--- config.mk ---
export PLATFORM = sky130hd
export DESIGN_NAME = gpt_totalizer
export DESIGN_NICKNAME = d
export VERILOG_FILES = /design/src/gpt_pkg.sv /design/src/gpt_totalizer.sv
export SDC_FILE = /design/constraint.sdc
export NUM_CORES = 1
export LEC_CHECK = 0
export ABC_AREA = 1
export BUFFER_PORTS_ARGS = -buffer_cell sky130_fd_sc_hd__buf_2
export CORE_MARGIN = 1
export CORE_UTILIZATION = 40
export CTS_CLUSTER_DIAMETER = 150
export DETAILED_ROUTE_END_ITERATION = 8
export MAX_ROUTING_LAYER = met4
export PLACE_DENSITY_LB_ADDON = 0.1
export SETUP_SLACK_MARGIN = 0.15
export SLEW_MARGIN = 20
export SYNTH_ARGS = -nofsm -noshare
export SYNTH_HDL_FRONTEND = slang
export SYNTH_SLANG_ARGS = --single-unit
--- constraint.sdc ---
create_clock -name ref_clk -period 5.3 [get_ports ref_clk]
set_input_delay 0 -clock ref_clk [delete_from_list [all_inputs] [get_ports ref_clk]]
set_output_delay 0 -clock ref_clk [all_outputs]
set_load 0.005 [all_outputs]
--- src/gpt_pkg.sv ---
// Package for the gated pulse totalizer: map, fields, reset values, timing
package gpt_pkg;

    // Register offsets (byte addresses)
    localparam logic [7:0] OFF_CTRL      = 8'h00;
    localparam logic [7:0] OFF_COUNT     = 8'h04;
    localparam logic [7:0] OFF_COUNT_RC  = 8'h08;
    localparam logic [7:0] OFF_MON       = 8'h0c;
    localparam logic [7:0] OFF_LIMIT     = 8'h10;
    localparam logic [7:0] OFF_CMD       = 8'h14;
    localparam logic [7:0] OFF_IRQ_STAT  = 8'h18;
    localparam logic [7:0] OFF_IRQ_EN    = 8'h1c;
    localparam logic [7:0] OFF_IRQ_CLR   = 8'h20;
    localparam logic [7:0] OFF_INFO      = 8'h24;

    // Control fields
    localparam int CTRL_FALL_BIT   = 0;
    localparam int CTRL_RRC_BIT    = 1;
    localparam int CTRL_ALM_EN_BIT = 2;
    localparam int CTRL_ALM_LO     = 4;
    localparam int CTRL_ALM_W      = 2;
    localparam int CTRL_FMT_LO     = 8;
    localparam int CTRL_FMT_W      = 3;

    // Command fields (write-only)
    localparam int CMD_CLEAR_BIT  = 0;
    localparam int CMD_REINIT_BIT = 1;

    // Interrupt status fields
    localparam int IRQ_ALARM_BIT = 0;
    localparam int IRQ_WRAP_BIT  = 1;
    localparam int IRQ_W         = 2;

    // Sizes and reset values
    localparam int          CNT_W       = 26;
    localparam logic [25:0] CNT_MAX     = 26'h3ffffff;
    localparam logic [25:0] CNT_RST     = 26'h0000000;
    localparam logic [25:0] LIMIT_RST   = 26'h3ffffff;
    localparam logic [7:0]  CHAN_POS    = 8'h03;
    localparam logic [15:0] STAMP_RST   = 16'h0000;

    // Input rate versus clock: at least this many samples per input period
    localparam int CLK_MHZ        = 250;
    localparam int MAX_IN_KHZ     = 100;
    localparam int SAMPLES_PER_IN = (CLK_MHZ * 1000) / MAX_IN_KHZ;

    // Bus port
    typedef struct packed {
        logic [7:0]  addr;
        logic [31:0] wdata;
        logic        wr;
        logic        rd;
    } gpt_bus_req_t;

    // Field state
    typedef struct packed {
        logic       fall_sel;
        logic       rrc_mode;
        logic       alm_en;
        logic [1:0] alm_num;
        logic [2:0] fmt;
    } gpt_cfg_t;

endpackage : gpt_pkg

--- src/gpt_totalizer.sv ---
// Gated pulse totalizer: 26-bit edge counter with gates, alarm, bus regs
// Operation
// - Keep a 26-bit count; catch every input edge up to 100 kHz.
// - Channel position 03 is reported in INFO reads when format bit 1 is set.
// - Configuration picks rising or falling input edge to count.
// - High-active gate allows counting only while high.
// - Low-active gate allows counting only while low.
// - Count only while both gates enable; either may be used alone.
// - Unwired gate floats to its enabling level, always permitting counts.
// - A qualified edge at 67,108,863 wraps the count to zero.
// - Read-and-clear read returns count, clears it, loses no edge.
// - Scan sweep reads clear the count in read-and-clear mode.
// - Direct queries (COUNT reads) do not clear the count, even in read-and-clear mode.
// - Monitor reads never clear the count.
// - Enabled count alarm is checked every cycle, scanning or not.
// - Preset, factory reset or card reinit force the count to zero.
// - Immediate clear request zeroes the count at once.
// - Reads may carry stamp, channel and alarm status per format.
// - Upper-limit alarm with its own enable, on one of four numbers.
module gpt_totalizer (
    // Clock, reset, enable
    input  wire logic                 ref_clk,
    input  wire logic                 rst,
    input  wire logic                 clk_en,
    // Register port
    input  wire gpt_pkg::gpt_bus_req_t bus_req,
    output logic [31:0]               bus_rdata,
    // Field inputs
    input  wire logic                 pulse_in,
    input  wire logic                 gate_hi_en,
    input  wire logic                 gate_lo_en_n,
    input  wire logic                 preset_req,
    input  wire logic [15:0]          time_stamp,
    // Status outputs
    output logic [3:0]                alarm_lines,
    output logic                      irq
);

    typedef struct packed {
        logic [1:0]      pulse_s;
        logic [1:0]      ghi_s;
        logic [1:0]      glo_s;
        logic            pulse_prev;
        logic [25:0]     count;
        logic [25:0]     limit;
        gpt_pkg::gpt_cfg_t cfg;
        logic            alarm;
        logic [1:0]      irq_stat;
        logic [1:0]      irq_en;
        logic [31:0]     rdata;
        logic [3:0]      alines;
        logic            irq;
    } gpt_state_t;

    gpt_state_t s_q;
    gpt_state_t s_d;

    // Address match helper, used for every register decode
    function automatic logic hit(input logic [7:0] a, input logic [7:0] off);
        hit = (a == off);
    endfunction : hit

    // Formatted read word: count in low bits, alarm status in bit 31 by format bit 2
    function automatic logic [31:0] fmt_word(input logic [25:0] c,
                                             input logic [2:0] f,
                                             input logic al);
        fmt_word = {6'h00, c};
        if (f[2]) begin
            fmt_word[31] = al;
        end
    endfunction : fmt_word

    logic        edge_seen;
    logic        gate_ok;
    logic        rd_clear;
    logic        wr_ctrl;
    logic [31:0] wd;
    logic [7:0]  ad;

    // Next-state logic
    always_comb begin
        s_d = s_q;
        ad  = bus_req.addr;
        wd  = bus_req.wdata;

        // Two-flop synchronisers; first stage feeds second only
        s_d.pulse_s = {s_q.pulse_s[0], pulse_in};
        s_d.ghi_s   = {s_q.ghi_s[0], gate_hi_en};
        s_d.glo_s   = {s_q.glo_s[0], gate_lo_en_n};
        s_d.pulse_prev = s_q.pulse_s[1];

        // Edge pick: 250 MHz sampling far outpaces 100 kHz input
        edge_seen = s_q.cfg.fall_sel
            ? (s_q.pulse_prev & ~s_q.pulse_s[1])
            : (~s_q.pulse_prev & s_q.pulse_s[1]);
        // Board pull resistors bias open gates to enable
        gate_ok = s_q.ghi_s[1]
            & ~s_q.glo_s[1];

        rd_clear = bus_req.rd & hit(ad, gpt_pkg::OFF_COUNT_RC)
            & s_q.cfg.rrc_mode;

        // Read data, one cycle later
        s_d.rdata = 32'h0000_0000;
        if (bus_req.rd) begin
            if (hit(ad, gpt_pkg::OFF_CTRL)) begin
                s_d.rdata = {21'h000000, s_q.cfg.fmt, 2'h0,
                    s_q.cfg.alm_num, 1'b0, s_q.cfg.alm_en,
                    s_q.cfg.rrc_mode, s_q.cfg.fall_sel};
            end else if (hit(ad, gpt_pkg::OFF_COUNT)
                         || hit(ad, gpt_pkg::OFF_COUNT_RC)) begin
                s_d.rdata = fmt_word(s_q.count, s_q.cfg.fmt, s_q.alarm);
            end else if (hit(ad, gpt_pkg::OFF_MON)) begin
                s_d.rdata = {6'h00, s_q.count};
            end else if (hit(ad, gpt_pkg::OFF_LIMIT)) begin
                s_d.rdata = {6'h00, s_q.limit};
            end else if (hit(ad, gpt_pkg::OFF_IRQ_STAT)) begin
                s_d.rdata = {30'h00000000, s_q.irq_stat};
            end else if (hit(ad, gpt_pkg::OFF_IRQ_EN)) begin
                s_d.rdata = {30'h00000000, s_q.irq_en};
            end else if (hit(ad, gpt_pkg::OFF_INFO)) begin
                // Stamp follows format bit 0, channel follows format bit 1, each on its own
                s_d.rdata = {8'h00,
                    s_q.cfg.fmt[0] ? time_stamp : gpt_pkg::STAMP_RST,
                    s_q.cfg.fmt[1] ? gpt_pkg::CHAN_POS : 8'h00};
            end
        end

        // Register writes
        wr_ctrl = bus_req.wr & hit(ad, gpt_pkg::OFF_CTRL);
        if (wr_ctrl) begin
            s_d.cfg.fall_sel = wd[gpt_pkg::CTRL_FALL_BIT];
            s_d.cfg.rrc_mode = wd[gpt_pkg::CTRL_RRC_BIT];
            s_d.cfg.alm_en   = wd[gpt_pkg::CTRL_ALM_EN_BIT];
            s_d.cfg.alm_num  = wd[gpt_pkg::CTRL_ALM_LO +: gpt_pkg::CTRL_ALM_W];
            s_d.cfg.fmt      = wd[gpt_pkg::CTRL_FMT_LO +: gpt_pkg::CTRL_FMT_W];
        end
        if (bus_req.wr && hit(ad, gpt_pkg::OFF_LIMIT)) begin
            s_d.limit = wd[25:0];
        end
        if (bus_req.wr && hit(ad, gpt_pkg::OFF_IRQ_EN)) begin
            s_d.irq_en = wd[1:0];
        end

        // Count: clear sources first, then a surviving edge adds one.
        // An edge in the clearing cycle starts the new count at one.
        if ((bus_req.wr && hit(ad, gpt_pkg::OFF_CMD)
             && (wd[gpt_pkg::CMD_CLEAR_BIT] || wd[gpt_pkg::CMD_REINIT_BIT]))
            || preset_req) begin
            s_d.count = gpt_pkg::CNT_RST;
        end else if (rd_clear) begin
            s_d.count = gpt_pkg::CNT_RST;
        end
        if (edge_seen && gate_ok) begin
            if (s_q.count == gpt_pkg::CNT_MAX
                && !((bus_req.wr && hit(ad, gpt_pkg::OFF_CMD)) || preset_req
                     || rd_clear)) begin
                s_d.count = gpt_pkg::CNT_RST;
            end else begin
                s_d.count = s_d.count + 26'h0000001;
            end
        end
        // Card reinit restores configuration as well
        if (bus_req.wr && hit(ad, gpt_pkg::OFF_CMD)
            && wd[gpt_pkg::CMD_REINIT_BIT]) begin
            s_d.cfg   = '0;
            s_d.limit = gpt_pkg::LIMIT_RST;
        end

        // Alarm evaluated every cycle on live count
        s_d.alarm = s_q.cfg.alm_en && (s_q.count >= s_q.limit);
        s_d.alines = 4'h0;
        s_d.alines[s_q.cfg.alm_num] = s_q.alarm;

        // Sticky interrupt status; set beats clear
        if (bus_req.wr && hit(ad, gpt_pkg::OFF_IRQ_CLR)) begin
            s_d.irq_stat = s_q.irq_stat & ~wd[1:0];
        end
        if (s_q.alarm) begin
            s_d.irq_stat[gpt_pkg::IRQ_ALARM_BIT] = 1'b1;
        end
        if (edge_seen && gate_ok && s_q.count == gpt_pkg::CNT_MAX) begin
            s_d.irq_stat[gpt_pkg::IRQ_WRAP_BIT] = 1'b1;
        end
        s_d.irq = |(s_q.irq_stat & s_q.irq_en);
    end

    // State register; clock enable freezes all
    always_ff @(posedge ref_clk or posedge rst) begin
        if (rst) begin
            s_q       <= '0;
            s_q.limit <= gpt_pkg::LIMIT_RST;
            s_q.count <= gpt_pkg::CNT_RST;
        end else if (clk_en) begin
            s_q <= s_d;
        end
    end

    assign bus_rdata   = s_q.rdata;
    assign alarm_lines = s_q.alines;
    assign irq         = s_q.irq;

endmodule : gpt_totalizer

==> impl_metrics.json <==
{
  "final_layout_size_suffix_gt1_frac": 0.202,
  "finalSetupViolCount": 0,
  "core-area_um2": 16700,
  "rrSetupSlack_ns": 2.56,
  "cts_setup_buffers": 0,
  "cts_htree_levels": 3,
  "drt_iter0_markers": 475,
  "worstReg2RegEnd": "s_q[88]$_DFFE_PP0P_",
  "first_global_vias": 5942,
  "reg2regPathDepth": 17,
  "end_kind": "register",
  "grt_max_degree": 66,
  "hold_viol": 1,
  "critPathSlowestCell": "dfrtp_1",
  "antenna_found_initial": 0,
  "detail-route-antenna-nets": 0,
  "wirelength_um": 19300,
  "cts_buffers": 9,
  "die_w_um": 133,
  "dr.pass1.iters": 5,
  "synth_warnings": 0,
  "area_growth_pct": 15.1,
  "syn_inst": 908,
  "final.setup_skew_ns": 0.00927,
  "yosysSeqAreaShare": 0.383,
  "cts_num_sinks": 104,
  "overflow": 0,
  "synth_seq_cells": 104,
  "vias_per_cell": 5.15,
  "start_util": 0.412,
  "holdPathEnd": "bus_rdata[23]$_DFFE_PP0P_",
  "grt_use_total": 0.233,
  "vias": 6237,
  "violations": "hold timing",
  "worst_pin_slew_ns": 1.05,
  "cp.required_ns": 5.56,
  "ir_drop_mv": 0.157,
  "drc": 0,
  "startpoint_type": "register",
  "ys.flop_type": "dfrtp_1",
  "place_congestion": 0.884,
  "hold_path.class": "primary input to register",
  "root_buffer": "clkbuf_16",
  "synth-edff-count": 0,
  "layout.nets": 1079,
  "cp_top_family": "simple AND/OR/NAND/NOR gates",
  "ctsResizeCount": 0,
  "path_buf_inv": 3,
  "status": "finished with violations",
  "portBuffers": 90,
  "fin_crit_sh": 0.516,
  "crit_type": "register to register",
  "grt_pass1_wl_um": 31300,
  "slowest_delay_ns": 0.41,
  "powerDensity_nw_per_um2": 215,
  "synth_area_um2": 6870,
  "max-cap-violations": 0,
  "clk_latency_ns": 0.36,
  "post_drt_wl_per_cell_um": 16.0,
  "dp_hpwl_um": 14100,
  "cts_tree": "built",
  "layout_common_cells": "nand2_1 (210), o21ai_0 (136), buf_2 (90)",
  "n_antenna_cell": 0,
  "fillerInstances": 1692,
  "hp-start": "time_stamp[15]",
  "avgSynthCellArea_um2": 7.57,
  "die_y_um": 133,
  "layout_commonest_cell": "nand2_1",
  "rsz0062_at_grt": "false",
  "die-area_um2": 17700,
  "p_leak_uw": 0.00387,
  "slew-limit-headroom": 0.301,
  "whs_path_depth": 3,
  "cp_cell_sequence": "nand2_1, inv_1, nand3_2, nor2_2, nor2_8, nand3_1, inv_1, ha_1, nand2_1, inv_1, nand4_2, nor2_2, nand2_2, nor2_2, nand3_1, nand3_1, nand2_1",
  "maxClockFrequency_ghz": 0.365,
  "ios": 102,
  "rows": 47,
  "clockBufferDepth": 2,
  "r2r-start": "s_q[48]$_DFFE_PP0P_",
  "crit_path_max_fanout": 22,
  "arrival_ns": 2.99,
  "hold-worst-slack_ns": -0.00388,
  "yosysUniqueCellTypes": 53,
  "slew_violations": 0,
  "ys_async_sr_fraction": 1.00,
  "clk_pin_slew_ns": 0.08,
  "fin_setup_tns_ns": 0,
  "period_minus_slack_ns": 2.74
}
[cell usage after synthesis, drive strengths merged (3+ instances only)]
| master | count | area share |
|---|---|---|
| dfrtp | 78 | 0.28 |
| or2 | 5 | 0.0046 |
| a31oi | 11 | 0.010 |
| o21ai | 143 | 0.10 |
| nor3 | 15 | 0.015 |
| inv | 95 | 0.052 |
| nor4 | 7 | 0.0064 |
| a41oi | 4 | 0.0051 |
| o211ai | 4 | 0.0044 |
| ha | 27 | 0.049 |
| xor2 | 3 | 0.0038 |
| dfstp | 26 | 0.099 |
| nor2 | 66 | 0.049 |
| nand2 | 214 | 0.12 |
| clkbuf | 24 | 0.013 |
| buf | 45 | 0.050 |
| nand4 | 18 | 0.018 |
| a21oi | 31 | 0.023 |
| o221ai | 4 | 0.0051 |
| nand3 | 68 | 0.061 |
| nand3b | 6 | 0.0066 |
[metal layers]
| layer | track usage | part of all wire | wire length (µm) | up-vias |
|---|---|---|---|---|
| li1 | - | - | - | 3170 |
| met3 | 0.0282 | 0.045 | 872 | 18 |
| met2 | 0.350 | 0.44 | 8540 | 152 |
| met1 | 0.329 | 0.50 | 9680 | 2897 |
| met4 | 0.0657 | 0.013 | 252 | 0 |
| met5 | - | 0 | 0 | - |
[cell families (layout without fill, tap and decap cells)]
family / Yosys count / after routing / share of synthesized area
AOI/OAI and AO/OA: 207 / 207 / 0.164
xor gates and xnor gates: 3 / 3 / 0.00382
adders and majority gates: 27 / 27 / 0.0491
buffers and inverters: 164 / 244 / 0.115
DFF: 104 / 104 / 0.383
muxes: 2 / 2 / 0.00328
other: 1 / 5 / 0.000546
and+or+nand+nor: 400 / 400 / 0.281
[layout make-up]
| class | instances | area, µm² | share of cell area |
|---|---|---|---|
| well taps | 220 | 275 | 0.0348 |
| clock buffers | 9 | 225 | 0.0285 |
| repair buffers | 133 | 876 | 0.111 |
| clock inverters | 7 | 68.8 | 0.00869 |
| multi-input cells | 644 | 3480 | 0.439 |
| inverters | 95 | 359 | 0.0454 |
| flip-flops and latches | 104 | 2640 | 0.333 |
[where the power goes]
group	switching (µW)	internal, µW	total, µW
combinational	109	67.1	176
clock	348	335	683
sequential	14.4	831	845
total	472	1230	1700
[sequential cells by signal (all words and copies together), names as in the netlist]
signal,count
alarm_lines,4
bus_rdata,27
irq,1
s_d,4
s_q,68
[worst reg2reg max path, cell delays in order (launching register included)]
cell and delay (ns):
dfrtp_1 0.41, nand2_1 0.11, inv_1 0.06, nand3_2 0.08
nor2_2 0.07, nor2_8 0.33, nand3_1 0.19, inv_1 0.11
ha_1 0.17, nand2_1 0.05, inv_1 0.07, nand4_2 0.12
nor2_2 0.23, nand2_2 0.13, nor2_2 0.20, nand3_1 0.10
nand3_1 0.12, nand2_1 0.06
[worst max-delay path by stage]
stage / start / to / slack (ns) / cells after the start
after floorplan: rst / alarm_lines[0]$_DFFE_PP0P_ / 2.61 / 1
after global placement: s_q[48]$_DFFE_PP0P_ / s_q[88]$_DFFE_PP0P_ / 2.57 / 17
after detailed placement: s_q[48]$_DFFE_PP0P_ / s_q[88]$_DFFE_PP0P_ / 2.58 / 17
after CTS: s_q[48]$_DFFE_PP0P_ / s_q[88]$_DFFE_PP0P_ / 2.55 / 17
after global routing: s_q[48]$_DFFE_PP0P_ / s_q[88]$_DFFE_PP0P_ / 2.33 / 17
final: s_q[48]$_DFFE_PP0P_ / s_q[88]$_DFFE_PP0P_ / 2.56 / 17
[stage by stage]
stage | util | total power, µW | instances | instance area, µm² | setup slack, ns
after floorplan | - | 956 | 912 | 6890 | 2.61
after global placement | 0.432 | 1010 | 1155 | 7210 | 2.57
after detailed placement | 0.432 | 1010 | 1155 | 7210 | 2.58
after CTS | 0.474 | 1720 | 1212 | 7910 | 2.55
after global routing | 0.474 | 1780 | 1212 | 7920 | 2.33
final | 0.474 | 1700 | 1212 | 7920 | 2.56
[what timing repair did]
item                                    4_1_cts  5_1_grt
endpoints found under the setup margin        0        0
hold buffers                                 41        0
hold endpoints to repair                     89        0
(Power assumes the default switching activity.)
